## src/include/dpa_defs.svh

```systemverilog
// Constants of the debug port acquire and select block
`ifndef DPA_DEFS_SVH
`define DPA_DEFS_SVH

// System clock rate and the post-reset key window
`define DPA_CLK_MHZ 200
`define DPA_WIN_NS 8000
`define DPA_WIN_CYC ((`DPA_WIN_NS * `DPA_CLK_MHZ) / 1000)
`define DPA_WIN_W 11

// Acquire sequence: length and pattern, oldest bit in the top position
`define DPA_ACQ_LEN 16
`define DPA_ACQ_PAT 16'h9e5b

// Lockout key (arbitrary value) and least count of matching bits
`define DPA_LOCK_W 32
`define DPA_LOCK_KEY 32'h1b7cd249
`define DPA_LOCK_MIN 6'h1c
`define DPA_CNT_W 6

// Port-select setting codes
`define DPA_DPS_JTAG4 2'h0
`define DPA_DPS_JTAG5 2'h1
`define DPA_DPS_SWD 2'h2
`define DPA_DPS_OFF 2'h3

// Test port instructions and data register lengths
`define DPA_IR_W 4
`define DPA_IR_CAPT 4'h1
`define DPA_IR_SCAN 4'h2
`define DPA_IR_CTRL 4'h8
`define DPA_IR_BYP 4'hf
`define DPA_DR_W 8
`define DPA_LEN_W 4
`define DPA_LEN_SCAN 4'h8
`define DPA_LEN_CTRL 4'h2
`define DPA_LEN_BYP 4'h1
`define DPA_TCTRL_RST 0
`define DPA_TCTRL_SWD 1

// Firmware register port
`define DPA_ADDR_W 4
`define DPA_A_CTRL 4'h0
`define DPA_A_STAT 4'h4
`define DPA_CTRL_W 3
`define DPA_CTRL_RST 3'h0
`define DPA_C_JTAG_OFF 0
`define DPA_C_SWD_OFF 1
`define DPA_C_DBG_EN 2

`endif

```

## src/include/dpa_pkg.sv

```systemverilog
// Types of the debug port acquire and select block
`default_nettype none
package dpa_pkg;

    // Port ownership after reset
    typedef enum logic [5:0] {
        M_WAIT = 6'h01,
        M_WIN  = 6'h02,
        M_JTAG = 6'h04,
        M_SWDJ = 6'h08,
        M_SWDU = 6'h10,
        M_OFF  = 6'h20
    } dpa_mode_t;

    // Test access port controller states
    typedef enum logic [15:0] {
        T_TLR  = 16'h0001,
        T_RTI  = 16'h0002,
        T_SDR  = 16'h0004,
        T_CDR  = 16'h0008,
        T_SHDR = 16'h0010,
        T_E1DR = 16'h0020,
        T_PDR  = 16'h0040,
        T_E2DR = 16'h0080,
        T_UDR  = 16'h0100,
        T_SIR  = 16'h0200,
        T_CIR  = 16'h0400,
        T_SHIR = 16'h0800,
        T_E1IR = 16'h1000,
        T_PIR  = 16'h2000,
        T_E2IR = 16'h4000,
        T_UIR  = 16'h8000
    } dpa_tap_t;

    // Levels arriving on the debug pins
    typedef struct packed {
        logic tck;
        logic tms;
        logic tdi;
        logic trst_n;
        logic usb_dp;
        logic usb_dm;
    } dpa_pin_in_t;

    // Drive toward the debug pins
    typedef struct packed {
        logic tdo;
        logic tdo_oe;
        logic tms;
        logic tms_oe;
        logic usb_dm;
        logic usb_dm_oe;
    } dpa_pin_out_t;

endpackage
`default_nettype wire

```

## src/hdl/dpa_acq_det.sv

```systemverilog
// Acquire sequence detector for one serial-wire pin pair
`timescale 1ns/1ps
`default_nettype none
`include "dpa_defs.svh"

module dpa_acq_det (
    // Clock and reset
    input wire logic i_clk_sys,
    input wire logic i_sys_rst,
    // Sampled pin pair
    input wire logic i_arm,
    input wire logic i_clk_rise,
    input wire logic i_bit,
    // Result
    output logic o_hit
);

    logic [`DPA_ACQ_LEN-1:0] sh_reg;
    logic [`DPA_ACQ_LEN-1:0] sh_next;
    logic hit_reg;
    logic hit_next;
    logic take;

    // A bit is taken on each rising data clock while the window is open
    assign take = i_arm & i_clk_rise;
    assign sh_next = take ? {sh_reg[`DPA_ACQ_LEN-2:0], i_bit} : sh_reg;
    assign hit_next = take & (sh_next == `DPA_ACQ_PAT);

    // History is dropped outside the window so no stale bits match later
    always_ff @(posedge i_clk_sys or posedge i_sys_rst) begin
        if (i_sys_rst) begin
            sh_reg <= '0;
            hit_reg <= 1'b0;
        end else begin
            sh_reg <= i_arm ? sh_next : '0;
            hit_reg <= hit_next;
        end
    end

    assign o_hit = hit_reg;

endmodule
`default_nettype wire

```

## src/hdl/dpa_top.sv

```systemverilog
// Debug port selection, serial-wire acquire and test access port
`timescale 1ns/1ps
`default_nettype none
`include "dpa_defs.svh"

module dpa_top (
    // Clock and reset
    input wire logic i_clk_sys,
    input wire logic i_sys_rst,
    // Nonvolatile settings, stable after reset
    input wire logic [1:0] i_debug_port_select_setting,
    input wire logic [`DPA_LOCK_W-1:0] i_write_once_lock_latch,
    // Debug pins
    input wire dpa_pkg::dpa_pin_in_t i_pins,
    output dpa_pkg::dpa_pin_out_t o_pins,
    // Boundary scan cells
    input wire logic [`DPA_DR_W-1:0] i_bscan_in,
    output logic [`DPA_DR_W-1:0] o_bscan_out,
    // Serial-wire protocol engine
    output logic o_swd_clk_rise,
    output logic o_swd_bit,
    input wire logic i_swd_out,
    input wire logic i_swd_oe,
    input wire logic i_swd_jtag_reen,
    // Firmware register port
    input wire logic [`DPA_ADDR_W-1:0] i_addr,
    input wire logic [31:0] i_wdata,
    input wire logic i_wr,
    input wire logic i_rd,
    output logic [31:0] o_rdata,
    // Port and debug state
    output logic o_jtag_en,
    output logic o_swd_jtag_pair_en,
    output logic o_swd_usb_pair_en,
    output logic o_dbg_trace_en,
    output logic o_locked,
    output logic o_dev_rst_req
);

    dpa_pkg::dpa_mode_t mode_reg;
    dpa_pkg::dpa_mode_t mode_next;
    dpa_pkg::dpa_tap_t tap_reg;
    dpa_pkg::dpa_tap_t tap_next;
    dpa_pkg::dpa_pin_in_t p;
    dpa_pkg::dpa_pin_in_t q;
    logic [5:0] s1_reg;
    logic [5:0] s2_reg;
    logic [5:0] s3_reg;
    logic [1:0] dps_reg;
    logic locked_reg;
    logic [`DPA_WIN_W-1:0] win_reg;
    logic [`DPA_CTRL_W-1:0] ctrl_reg;
    logic [31:0] rdata_reg;
    logic [`DPA_IR_W-1:0] ir_reg;
    logic [`DPA_IR_W-1:0] ir_sh_reg;
    logic [`DPA_DR_W-1:0] dr_reg;
    logic [`DPA_DR_W-1:0] dr_sh;
    logic [`DPA_DR_W-1:0] scan_reg;
    logic [`DPA_LEN_W-1:0] dr_len;
    logic [`DPA_CNT_W-1:0] match_cnt;
    logic tdo_reg;
    logic tdo_oe_reg;
    logic rst_req_reg;
    logic swd_bit_reg;
    logic [`DPA_LOCK_W-1:0] key_eq;

    // Pins come from the host's clock domain: two flops, then an edge stage
    always_ff @(posedge i_clk_sys or posedge i_sys_rst) begin
        if (i_sys_rst) begin
            s1_reg <= '0;
            s2_reg <= '0;
            s3_reg <= '0;
        end else begin
            s1_reg <= i_pins;
            s2_reg <= s1_reg;
            s3_reg <= s2_reg;
        end
    end

    // Edges seen at 200 MHz; host clock ratio limits keep phases wide enough
    wire tck_rise = p.tck & ~q.tck;
    wire tck_fall = ~p.tck & q.tck;
    wire dp_rise = p.usb_dp & ~q.usb_dp;
    assign p = dpa_pkg::dpa_pin_in_t'(s2_reg);
    assign q = dpa_pkg::dpa_pin_in_t'(s3_reg);

    // Lock pattern compare: bit matches counted for the super-majority
    assign key_eq = ~(i_write_once_lock_latch ^ `DPA_LOCK_KEY);
    always_comb begin
        match_cnt = '0;
        for (int i = 0; i < `DPA_LOCK_W; i++) begin
            match_cnt = match_cnt + `DPA_CNT_W'(key_eq[i]);
        end
    end

    // Settings are caught once, at the first edge after reset release
    always_ff @(posedge i_clk_sys or posedge i_sys_rst) begin
        if (i_sys_rst) begin
            dps_reg <= `DPA_DPS_JTAG4;
            locked_reg <= 1'b1;
        end else if (mode_reg == dpa_pkg::M_WAIT) begin
            dps_reg <= i_debug_port_select_setting;
            locked_reg <= (match_cnt >= `DPA_LOCK_MIN);
        end
    end

    // Key window timing
    wire win_end = (win_reg == `DPA_WIN_W'(`DPA_WIN_CYC - 1));
    wire in_win = (mode_reg == dpa_pkg::M_WIN);
    always_ff @(posedge i_clk_sys or posedge i_sys_rst) begin
        if (i_sys_rst) begin
            win_reg <= '0;
        end else if (in_win && !win_end) begin
            win_reg <= win_reg + `DPA_WIN_W'(1);
        end
    end

    // One detector per pin pair, armed only inside the key window
    logic hit_jtag;
    logic hit_usb;
    dpa_acq_det u_det_jtag (
        .i_clk_sys(i_clk_sys),
        .i_sys_rst(i_sys_rst),
        .i_arm(in_win),
        .i_clk_rise(tck_rise),
        .i_bit(p.tms),
        .o_hit(hit_jtag)
    );
    dpa_acq_det u_det_usb (
        .i_clk_sys(i_clk_sys),
        .i_sys_rst(i_sys_rst),
        .i_arm(in_win),
        .i_clk_rise(dp_rise),
        .i_bit(p.usb_dm),
        .o_hit(hit_usb)
    );

    // Firmware controls
    wire fw_jtag_off = ctrl_reg[`DPA_C_JTAG_OFF];
    wire fw_swd_off = ctrl_reg[`DPA_C_SWD_OFF];
    wire dps_jtag = (dps_reg == `DPA_DPS_JTAG4) | (dps_reg == `DPA_DPS_JTAG5);
    wire tap_live = (mode_reg == dpa_pkg::M_JTAG)
        | (in_win & dps_jtag & ~fw_jtag_off & ~locked_reg);

    // Control register update on the test port
    wire tap_upd = tck_rise & (tap_reg == dpa_pkg::T_UDR) & tap_live;
    wire ctrl_upd = tap_upd & (ir_reg == `DPA_IR_CTRL);
    wire tap_swd_req = ctrl_upd & dr_reg[`DPA_TCTRL_SWD];

    // Port ownership; a single mode value keeps the pairs exclusive
    always_comb begin
        mode_next = mode_reg;
        unique case (mode_reg)
            dpa_pkg::M_WAIT: begin
                mode_next = dpa_pkg::M_WIN;
            end
            dpa_pkg::M_WIN: begin
                if (locked_reg) begin
                    mode_next = dpa_pkg::M_OFF;
                end else if (hit_usb) begin
                    mode_next = dpa_pkg::M_SWDU;
                end else if (hit_jtag || tap_swd_req) begin
                    mode_next = dpa_pkg::M_SWDJ;
                end else if (win_end) begin
                    if (dps_reg == `DPA_DPS_SWD) begin
                        mode_next = dpa_pkg::M_SWDJ;
                    end else if (dps_reg == `DPA_DPS_OFF || fw_jtag_off) begin
                        mode_next = dpa_pkg::M_OFF;
                    end else begin
                        mode_next = dpa_pkg::M_JTAG;
                    end
                end
            end
            dpa_pkg::M_JTAG: begin
                if (fw_jtag_off) begin
                    mode_next = dpa_pkg::M_OFF;
                end else if (tap_swd_req) begin
                    mode_next = dpa_pkg::M_SWDJ;
                end
            end
            dpa_pkg::M_SWDJ, dpa_pkg::M_SWDU: begin
                if (fw_swd_off) begin
                    mode_next = dpa_pkg::M_OFF;
                end else if (i_swd_jtag_reen) begin
                    mode_next = dpa_pkg::M_JTAG;
                end
            end
            dpa_pkg::M_OFF: begin
                mode_next = dpa_pkg::M_OFF;
            end
            default: begin
                mode_next = dpa_pkg::M_OFF;
            end
        endcase
    end

    // Every reset reopens the window, so a disabled port can be reacquired
    always_ff @(posedge i_clk_sys or posedge i_sys_rst) begin
        if (i_sys_rst) begin
            mode_reg <= dpa_pkg::M_WAIT;
        end else begin
            mode_reg <= mode_next;
        end
    end

    // Controller held in reset when the port is off or, in the JTAG5 setting only, the reset pin is low
    wire trst_en = (dps_reg == `DPA_DPS_JTAG5);
    wire tap_hold = ~tap_live | (trst_en & ~p.trst_n);
    wire tms = p.tms;

    // Controller next state; five high mode bits reach reset from anywhere
    always_comb begin
        unique case (tap_reg)
            dpa_pkg::T_TLR: tap_next = tms ? dpa_pkg::T_TLR : dpa_pkg::T_RTI;
            dpa_pkg::T_RTI: tap_next = tms ? dpa_pkg::T_SDR : dpa_pkg::T_RTI;
            dpa_pkg::T_SDR: tap_next = tms ? dpa_pkg::T_SIR : dpa_pkg::T_CDR;
            dpa_pkg::T_CDR: tap_next = tms ? dpa_pkg::T_E1DR : dpa_pkg::T_SHDR;
            dpa_pkg::T_SHDR: tap_next = tms ? dpa_pkg::T_E1DR : dpa_pkg::T_SHDR;
            dpa_pkg::T_E1DR: tap_next = tms ? dpa_pkg::T_UDR : dpa_pkg::T_PDR;
            dpa_pkg::T_PDR: tap_next = tms ? dpa_pkg::T_E2DR : dpa_pkg::T_PDR;
            dpa_pkg::T_E2DR: tap_next = tms ? dpa_pkg::T_UDR : dpa_pkg::T_SHDR;
            dpa_pkg::T_UDR: tap_next = tms ? dpa_pkg::T_SDR : dpa_pkg::T_RTI;
            dpa_pkg::T_SIR: tap_next = tms ? dpa_pkg::T_TLR : dpa_pkg::T_CIR;
            dpa_pkg::T_CIR: tap_next = tms ? dpa_pkg::T_E1IR : dpa_pkg::T_SHIR;
            dpa_pkg::T_SHIR: tap_next = tms ? dpa_pkg::T_E1IR : dpa_pkg::T_SHIR;
            dpa_pkg::T_E1IR: tap_next = tms ? dpa_pkg::T_UIR : dpa_pkg::T_PIR;
            dpa_pkg::T_PIR: tap_next = tms ? dpa_pkg::T_E2IR : dpa_pkg::T_PIR;
            dpa_pkg::T_E2IR: tap_next = tms ? dpa_pkg::T_UIR : dpa_pkg::T_SHIR;
            dpa_pkg::T_UIR: tap_next = tms ? dpa_pkg::T_SDR : dpa_pkg::T_RTI;
            default: tap_next = dpa_pkg::T_TLR;
        endcase
    end

    // Data register length follows the current instruction
    assign dr_len = (ir_reg == `DPA_IR_SCAN) ? `DPA_LEN_SCAN :
                    (ir_reg == `DPA_IR_CTRL) ? `DPA_LEN_CTRL : `DPA_LEN_BYP;

    // Shift toward the output; the input bit lands at the chosen length
    always_comb begin
        dr_sh = '0;
        for (int i = 0; i < `DPA_DR_W; i++) begin
            if (i == 32'(dr_len) - 1) begin
                dr_sh[i] = p.tdi;
            end else if (i < `DPA_DR_W - 1 && i < 32'(dr_len) - 1) begin
                dr_sh[i] = dr_reg[i + 1];
            end
        end
    end

    // Controller and its registers advance on the host clock's rising edge
    always_ff @(posedge i_clk_sys or posedge i_sys_rst) begin
        if (i_sys_rst) begin
            tap_reg <= dpa_pkg::T_TLR;
            ir_reg <= `DPA_IR_BYP;
            ir_sh_reg <= '0;
            dr_reg <= '0;
        end else if (tap_hold) begin
            tap_reg <= dpa_pkg::T_TLR;
            ir_reg <= `DPA_IR_BYP;
        end else if (tck_rise) begin
            tap_reg <= tap_next;
            unique case (tap_reg)
                dpa_pkg::T_TLR: ir_reg <= `DPA_IR_BYP;
                dpa_pkg::T_CIR: ir_sh_reg <= `DPA_IR_CAPT;
                dpa_pkg::T_SHIR: ir_sh_reg <= {p.tdi, ir_sh_reg[`DPA_IR_W-1:1]};
                dpa_pkg::T_UIR: ir_reg <= ir_sh_reg;
                dpa_pkg::T_CDR: begin
                    // Cells captured only on the test port
                    dr_reg <= (ir_reg == `DPA_IR_SCAN) ? i_bscan_in : '0;
                end
                dpa_pkg::T_SHDR: dr_reg <= dr_sh;
                default: begin
                end
            endcase
        end
    end

    // Output data changes on the falling host clock, driven only in shift
    wire tap_shift = (tap_reg == dpa_pkg::T_SHDR) | (tap_reg == dpa_pkg::T_SHIR);
    always_ff @(posedge i_clk_sys or posedge i_sys_rst) begin
        if (i_sys_rst) begin
            tdo_reg <= 1'b0;
            tdo_oe_reg <= 1'b0;
        end else if (tap_hold) begin
            tdo_oe_reg <= 1'b0;
        end else if (tck_fall) begin
            tdo_reg <= (tap_reg == dpa_pkg::T_SHIR) ? ir_sh_reg[0] : dr_reg[0];
            tdo_oe_reg <= tap_shift;
        end
    end

    // Scan outputs and reset request; serial wire never reaches these
    always_ff @(posedge i_clk_sys or posedge i_sys_rst) begin
        if (i_sys_rst) begin
            scan_reg <= '0;
            rst_req_reg <= 1'b0;
        end else begin
            if (tap_upd && ir_reg == `DPA_IR_SCAN) begin
                scan_reg <= dr_reg;
            end
            rst_req_reg <= ctrl_upd & dr_reg[`DPA_TCTRL_RST]
                & (dps_reg != `DPA_DPS_OFF);
        end
    end

    // Firmware register decode
    wire sel_ctrl = (i_addr == `DPA_A_CTRL);
    wire sel_stat = (i_addr == `DPA_A_STAT);
    wire [31:0] stat_word = {23'h0, dps_reg, locked_reg, mode_reg};
    wire [31:0] rd_word = sel_ctrl ? {29'h0, ctrl_reg} :
                          sel_stat ? stat_word : 32'h0;

    // The debug enable has no path from the pins, only firmware sets it
    always_ff @(posedge i_clk_sys or posedge i_sys_rst) begin
        if (i_sys_rst) begin
            ctrl_reg <= `DPA_CTRL_RST;
            rdata_reg <= '0;
        end else begin
            if (i_wr && sel_ctrl) begin
                ctrl_reg <= i_wdata[`DPA_CTRL_W-1:0];
            end
            rdata_reg <= i_rd ? rd_word : 32'h0;
        end
    end

    // Serial-wire data toward the protocol engine from the owning pair
    wire on_jp = (mode_reg == dpa_pkg::M_SWDJ);
    wire on_up = (mode_reg == dpa_pkg::M_SWDU);
    always_ff @(posedge i_clk_sys or posedge i_sys_rst) begin
        if (i_sys_rst) begin
            swd_bit_reg <= 1'b0;
        end else begin
            swd_bit_reg <= on_up ? p.usb_dm : p.tms;
        end
    end
    assign o_swd_clk_rise = (on_jp & tck_rise) | (on_up & dp_rise);
    assign o_swd_bit = swd_bit_reg;

    // Pin drive; the mode pin is driven back only while serial wire owns it
    assign o_pins.tdo = tdo_reg;
    assign o_pins.tdo_oe = tdo_oe_reg & tap_live;
    assign o_pins.tms = i_swd_out;
    assign o_pins.tms_oe = on_jp & i_swd_oe;
    assign o_pins.usb_dm = i_swd_out;
    assign o_pins.usb_dm_oe = on_up & i_swd_oe;

    // State outputs
    assign o_bscan_out = scan_reg;
    assign o_rdata = rdata_reg;
    assign o_jtag_en = tap_live;
    assign o_swd_jtag_pair_en = on_jp;
    assign o_swd_usb_pair_en = on_up;
    assign o_dbg_trace_en = ctrl_reg[`DPA_C_DBG_EN] & ~locked_reg;
    assign o_locked = locked_reg;
    assign o_dev_rst_req = rst_req_reg;

endmodule
`default_nettype wire

```

## config.mk

```make
export PLATFORM = sky130hd
export DESIGN_NAME = dpa_top
export DESIGN_NICKNAME = d
export VERILOG_FILES = /design/src/include/dpa_pkg.sv /design/src/hdl/dpa_acq_det.sv /design/src/hdl/dpa_top.sv
export VERILOG_INCLUDE_DIRS = /design/src /design/src/include
export SDC_FILE = /design/constraint.sdc
export NUM_CORES = 1
export LEC_CHECK = 0
export CAP_MARGIN = 10
export CORE_UTILIZATION = 40
export DETAILED_ROUTE_END_ITERATION = 12
export DONT_BUFFER_PORTS = 1
export GPL_ROUTABILITY_DRIVEN = 0
export PLACE_DENSITY_LB_ADDON = 0.1
export SLEW_MARGIN = 0
export SYNTH_ARGS = -nofsm -noshare
export SYNTH_HDL_FRONTEND = slang
export SYNTH_SLANG_ARGS = --single-unit
```

## constraint.sdc

```tcl
create_clock -name i_clk_sys -period 10.9 [get_ports i_clk_sys]
set_input_delay 1.635 -clock i_clk_sys [delete_from_list [all_inputs] [get_ports i_clk_sys]]
set_output_delay 1.635 -clock i_clk_sys [all_outputs]
set_load 0.02 [all_outputs]
```

## After elaboration in Yosys (flattened, before gate mapping)

Cells that the tools add are included.

- Add/sub/neg operators: 33
- Multipliers: 0
- Divide/modulo/power cells: 0
- Magnitude comparators: 8
- Equal/unequal tests: 41
- Shift-type cells: 0
- Mux-type cells: 60
- Bitwise operators: 38
- Reductions and logical operators: 23

Operators with widths:

| cell | count |
|---|---|
| 16-bit case mux with 12 select lines | 1 |
| 6-bit by 1-bit adder with 6-bit output | 26 |
| 3-bit by 32-bit == test with 1-bit output, first input constant | 4 |
| 16-bit 2-to-1 mux | 8 |
| 3-bit by 32-bit < comparator with 1-bit output, first input constant | 3 |
| 6-bit 2-to-1 mux | 11 |
| 2-bit by 32-bit == test with 1-bit output, first input constant | 2 |
| 1-bit by 32-bit < comparator with 1-bit output, first input constant | 2 |
| 2-bit by 32-bit < comparator with 1-bit output, first input constant | 2 |
| 16-bit == test, second input constant | 3 |
| 9-bit 2-to-1 mux | 5 |
| 1-bit by 32-bit == test with 1-bit output, first input constant | 1 |
| 32-bit zero test | 1 |
| 32-bit inverter | 1 |
| 6-bit case mux with 4 select lines | 1 |
| 1-bit AND | 23 |
| 1-bit 2-to-1 mux | 19 |
| 16-bit by 1-bit == test with 1-bit output, second input constant | 1 |
| 16-bit by 10-bit == test with 1-bit output, second input constant | 1 |
| 16-bit by 11-bit == test with 1-bit output, second input constant | 1 |
| 16-bit by 12-bit == test with 1-bit output, second input constant | 1 |
| 16-bit by 13-bit == test with 1-bit output, second input constant | 1 |
| 16-bit by 14-bit == test with 1-bit output, second input constant | 1 |
| 16-bit by 15-bit == test with 1-bit output, second input constant | 1 |
| 54 further kinds | 83 |

- Register bits: 128
- Bits in latches: 0
- Bits in writable memories: 0
- Memory bits (read-only): 0
- Input port bits: 91
- Output and inout port bits: 54
- Logic and storage cells: 225
- Memories kept: 0

## Depth between registers and ports, before layout

- Depth in word-level cells: 34
- Depth in mapped cells: 19
- Depth with buffers taken out: 19

## Hierarchy

From an unflattened synthesis, not the netlist that was laid out.

- Cells, all modules: 643
- Area, all modules: 7021.7 um^2

Modules (own cells, without submodules):

| module | instances | cells an instance | area an instance (um^2) | sequential area each (um^2) |
|---|---|---|---|---|
| dpa_top | 1 | 531 | 5537.8 | 2260.9 |
| dpa_acq_det | 2 | 56 | 742.0 | 400.4 |

## Worst setup path before layout

Ideal clock, no wire load.

- Kind: input to register
- Start: input i_write_once_lock_latch[23]
- End: register locked_reg (netlist: o_locked)
- Library setup time: 0.089 ns
- Data arrival time: 6.210 ns
- Required time: 10.811 ns
- Slack: 4.601 ns
- Cell stages on the path: 18
- Path buffers: 0
- Path through: inv_1 > fa_1 > inv_1 > fa_1 > inv_1 > fa_1 > inv_1 > fa_1 > inv_1 > fa_1 > fa_1 > ha_1 > fa_1 > nor2b_1 > or2_2 > a221o_1 > a32oi_1 > o21ai_0

- Word-level cells in the longest chain between the ends: 11

RTL lines:

| element | RTL line | RTL |
|---|---|---|
| from (decl) | dpa_top.sv:12 | `` input wire logic [`DPA_LOCK_W-1:0] i_write_once_lock_latch, `` |
| 32-bit inverter | dpa_top.sv:88 | `` assign key_eq = ~(i_write_once_lock_latch ^ `DPA_LOCK_KEY); `` |
| 6-bit by 1-bit adder with 6-bit output (9 in series) | dpa_top.sv:92 | `` match_cnt = match_cnt + `DPA_CNT_W'(key_eq[i]); `` |
| 6-bit by 5-bit >= comparator with 1-bit output (no source line) | -- |  |
| to (signal assigned) | dpa_top.sv:103 | `` locked_reg <= (match_cnt >= `DPA_LOCK_MIN); `` |
| to (decl) | dpa_top.sv:50 | `logic locked_reg;` |

No other way between the ends.
A chain may end at the register's enable or synchronous reset.

## Final worst setup path

Ends and elaborated chain as after synthesis.

==> metrics.csv <==
metric;value;unit
synthesis-to-layout area growth;8.405;%
initial antenna violation count;0;
share of layout cells above drive strength 1;0.1227;
htree depth;4;
Yosys reg bits;122;
Clock transition at path regs;0.06;ns
Post-CTS Resized;0;
Hold Buf Count CTS;0;
ranking of synthesized cells by area;dfrtp_1 (40%), fa_1 (6.8%), nand2_1 (4.8%);
Post-DP Area;0.007134;mm²
Port Buf Inserts;0;
Tmin final;6.042;ns
Max-slew headroom;0.3186;
Max clock buf depth;2;
Peak Freq;165.5;MHz
Initial Utilization;0.4100;
Setup CP Type;input pin to flop;
Synth Warn #;0;
Post-Synthesis Cells;714;
Mapped Area;0.007116;mm²
hpwl dp;10240;µm
total grt overflow;0;
Root Driver;clkbuf_16;
sequential group share of total power;0.338;
CP arrival;6.38;ns
RSZ-0062 raised after global routing;false;
Max-Cap Viols;0;
synth unique cells;75;
CTS tree;done;
sequential fraction of the synthesis area;0.4303;
fin area;0.007714;mm²
Worst Hold Class;flop to flop;
Logic pwr share;0.265;
Pins Over Slew Limit;0;
routed len/inst;15.02;µm
total I/O pin count;145;
Setup crit end kind;flop;
core area;0.01736;mm²
CTS sink count;122;
Max VDD drop;0.0002238;V
clock insertion delay at the later pin of the skew report;0.42;ns
wire length of the first global-routing pass;23800;µm
via/cell ratio;5.190;
GRT Total Usage;0.1667;
die width;135.4;µm
via count;4889;
Post-synth top flop;dfrtp_1;
worst-path fanout max;3;
PD cells;179.2;mW/mm²
Iteration-0 DRC Markers;336;
status;completed;
Fin Setup TNS;0;ns
# setup viols final;0;
final hold vios;0;
Pint;950.4;µW
DIE AREA;0.01833;mm²
Leakage Power;3.376;nW
Sw Pwr;432.1;µW
vias in the first global route;4788;
largest net degree at the start of global routing;81;
FP Rows;48;
Worst Max-Slew Pin Slew;1.022;ns
largest area contributor in the netlist;dfrtp_1;
TritonRoute pass-1 iters;4;
DRC viols;0;
TritonCTS buffer count;17;
clock share of power;0.397;
Final ANT Viol Nets;0;
most instantiated library cell after synthesis;dfrtp_1;
Die H;135.4;µm
layout net count;835;
EDFF count, synth;0;
Critical Path Start Type;input pin;
Layout Skew;0.01168;ns
Commonest cells post-synth;dfrtp_1 (115), nand2_1 (91), inv_1 (60), nor2_1 (50), a21oi_1 (48);
# diodes;0;
WL final;14150;µm
max reg flops;16;
final worst path period share;0.5544;
Post-Syn Area per Cell;9.966;µm²
ys async rst share;1.000;
net switching fraction of the power;0.3126;
Worst Path Required;11.23;ns
top-area cell type share of the netlist area;0.4044;
Setup Fix Bufs, Post-CTS;0;
layout by cell type (no fill, tap or decap), drive strengths merged, types with 7 or more instances in the layout:
| master | count |
|---|---|
| inv | 69 |
| nand2 | 95 |
| nor4 | 12 |
| nand3 | 19 |
| dfstp | 7 |
| a21oi | 49 |
| and3 | 8 |
| mux2i | 11 |
| nand4 | 15 |
| fa | 24 |
| ha | 16 |
| o21ai | 24 |
| xnor2 | 13 |
| and2 | 10 |
| clkbuf | 17 |
| conb | 24 |
| xor2 | 7 |
| nor3 | 15 |
| nor2b | 11 |
| mux2 | 21 |
| dfrtp | 115 |
| nor2 | 51 |
critical path, stage by stage:
cell and delay [ns]:
inv_1 0.03, fa_1 0.53, inv_1 0.05, fa_1 0.47, inv_1 0.05, fa_1 0.48, inv_1 0.05, fa_1 0.47
inv_1 0.05, fa_1 0.52, fa_1 0.42, ha_1 0.23, fa_1 0.41, nor2b_1 0.16, or2_2 0.27, a221o_1 0.30
a32oi_1 0.18, o21ai_0 0.10
final cells by class:
cell class / instances / area (µm²)
fillers: 1650 / 9643
multi-input cells: 497 / 3518
flip-flops and latches: 122 / 3062
clock buffers: 17 / 425.4
well taps: 225 / 281.5
inverters: 60 / 227.7
clock inverters: 15 / 153.9
repair buffers: 6 / 45.04
per-stage QoR:
stage	util	worst slack (ns)	instances	hold slack, ns	total power [mW]
after floorplan	-	4.601	737	0.3312	0.7955
after global placement	0.4110	4.410	910	0.3347	0.8383
after detailed placement	0.4110	4.414	910	0.3347	0.8483
after CTS	0.4444	4.845	942	0.3471	1.409
after global routing	0.4444	4.646	942	0.3535	1.480
final	0.4444	4.858	942	0.3457	1.383
metal layers:
layer	share of wire	global-route usage
met1	0.47	0.2182
met2	0.48	0.2658
met3	0.036	0.03816
met4	0.018	0.06804
met5	0	0
power by group through the flow:
stage | clock network, mW | registers [mW] | logic, mW
4_1_cts | 0.567 | 0.467 | 0.375
5_1_grt | 0.583 | 0.468 | 0.429
3_3_place_gp | 0 | 0.475 | 0.363
6_report | 0.549 | 0.467 | 0.366
2_1_floorplan | 0 | 0.472 | 0.323
3_5_place_dp | 0 | 0.475 | 0.373
kinds of logic after synthesis:
family          Yosys count  share of synthesized area
simple gates            267                     0.2117
xor+xnor                 20                    0.02462
fa+ha+maj                40                    0.09566
mux                      32                    0.04871
other cells               1                  0.0005270
compound gates          114                     0.1008
flops                   122                     0.4303
buf+inv                 118                    0.08775
path summary, 6_finish.rpt:
path	startpoint	to	slack, ns	cells past startpoint
max reg2reg	ir_reg[1]	dr_reg[6]	7.48	11
min in group asynchronous	i_sys_rst	o_bscan_out[3]	1.13	1
max in group asynchronous	i_sys_rst	s1_reg[4]	8.35	2
max	i_write_once_lock_latch[23]	o_locked	4.86	18
min reg2reg	s1_reg[5]	p[5]	0.35	0
min	s1_reg[5]	p[5]	0.35	0
No activity file was read; power rests on OpenSTA's default activity.
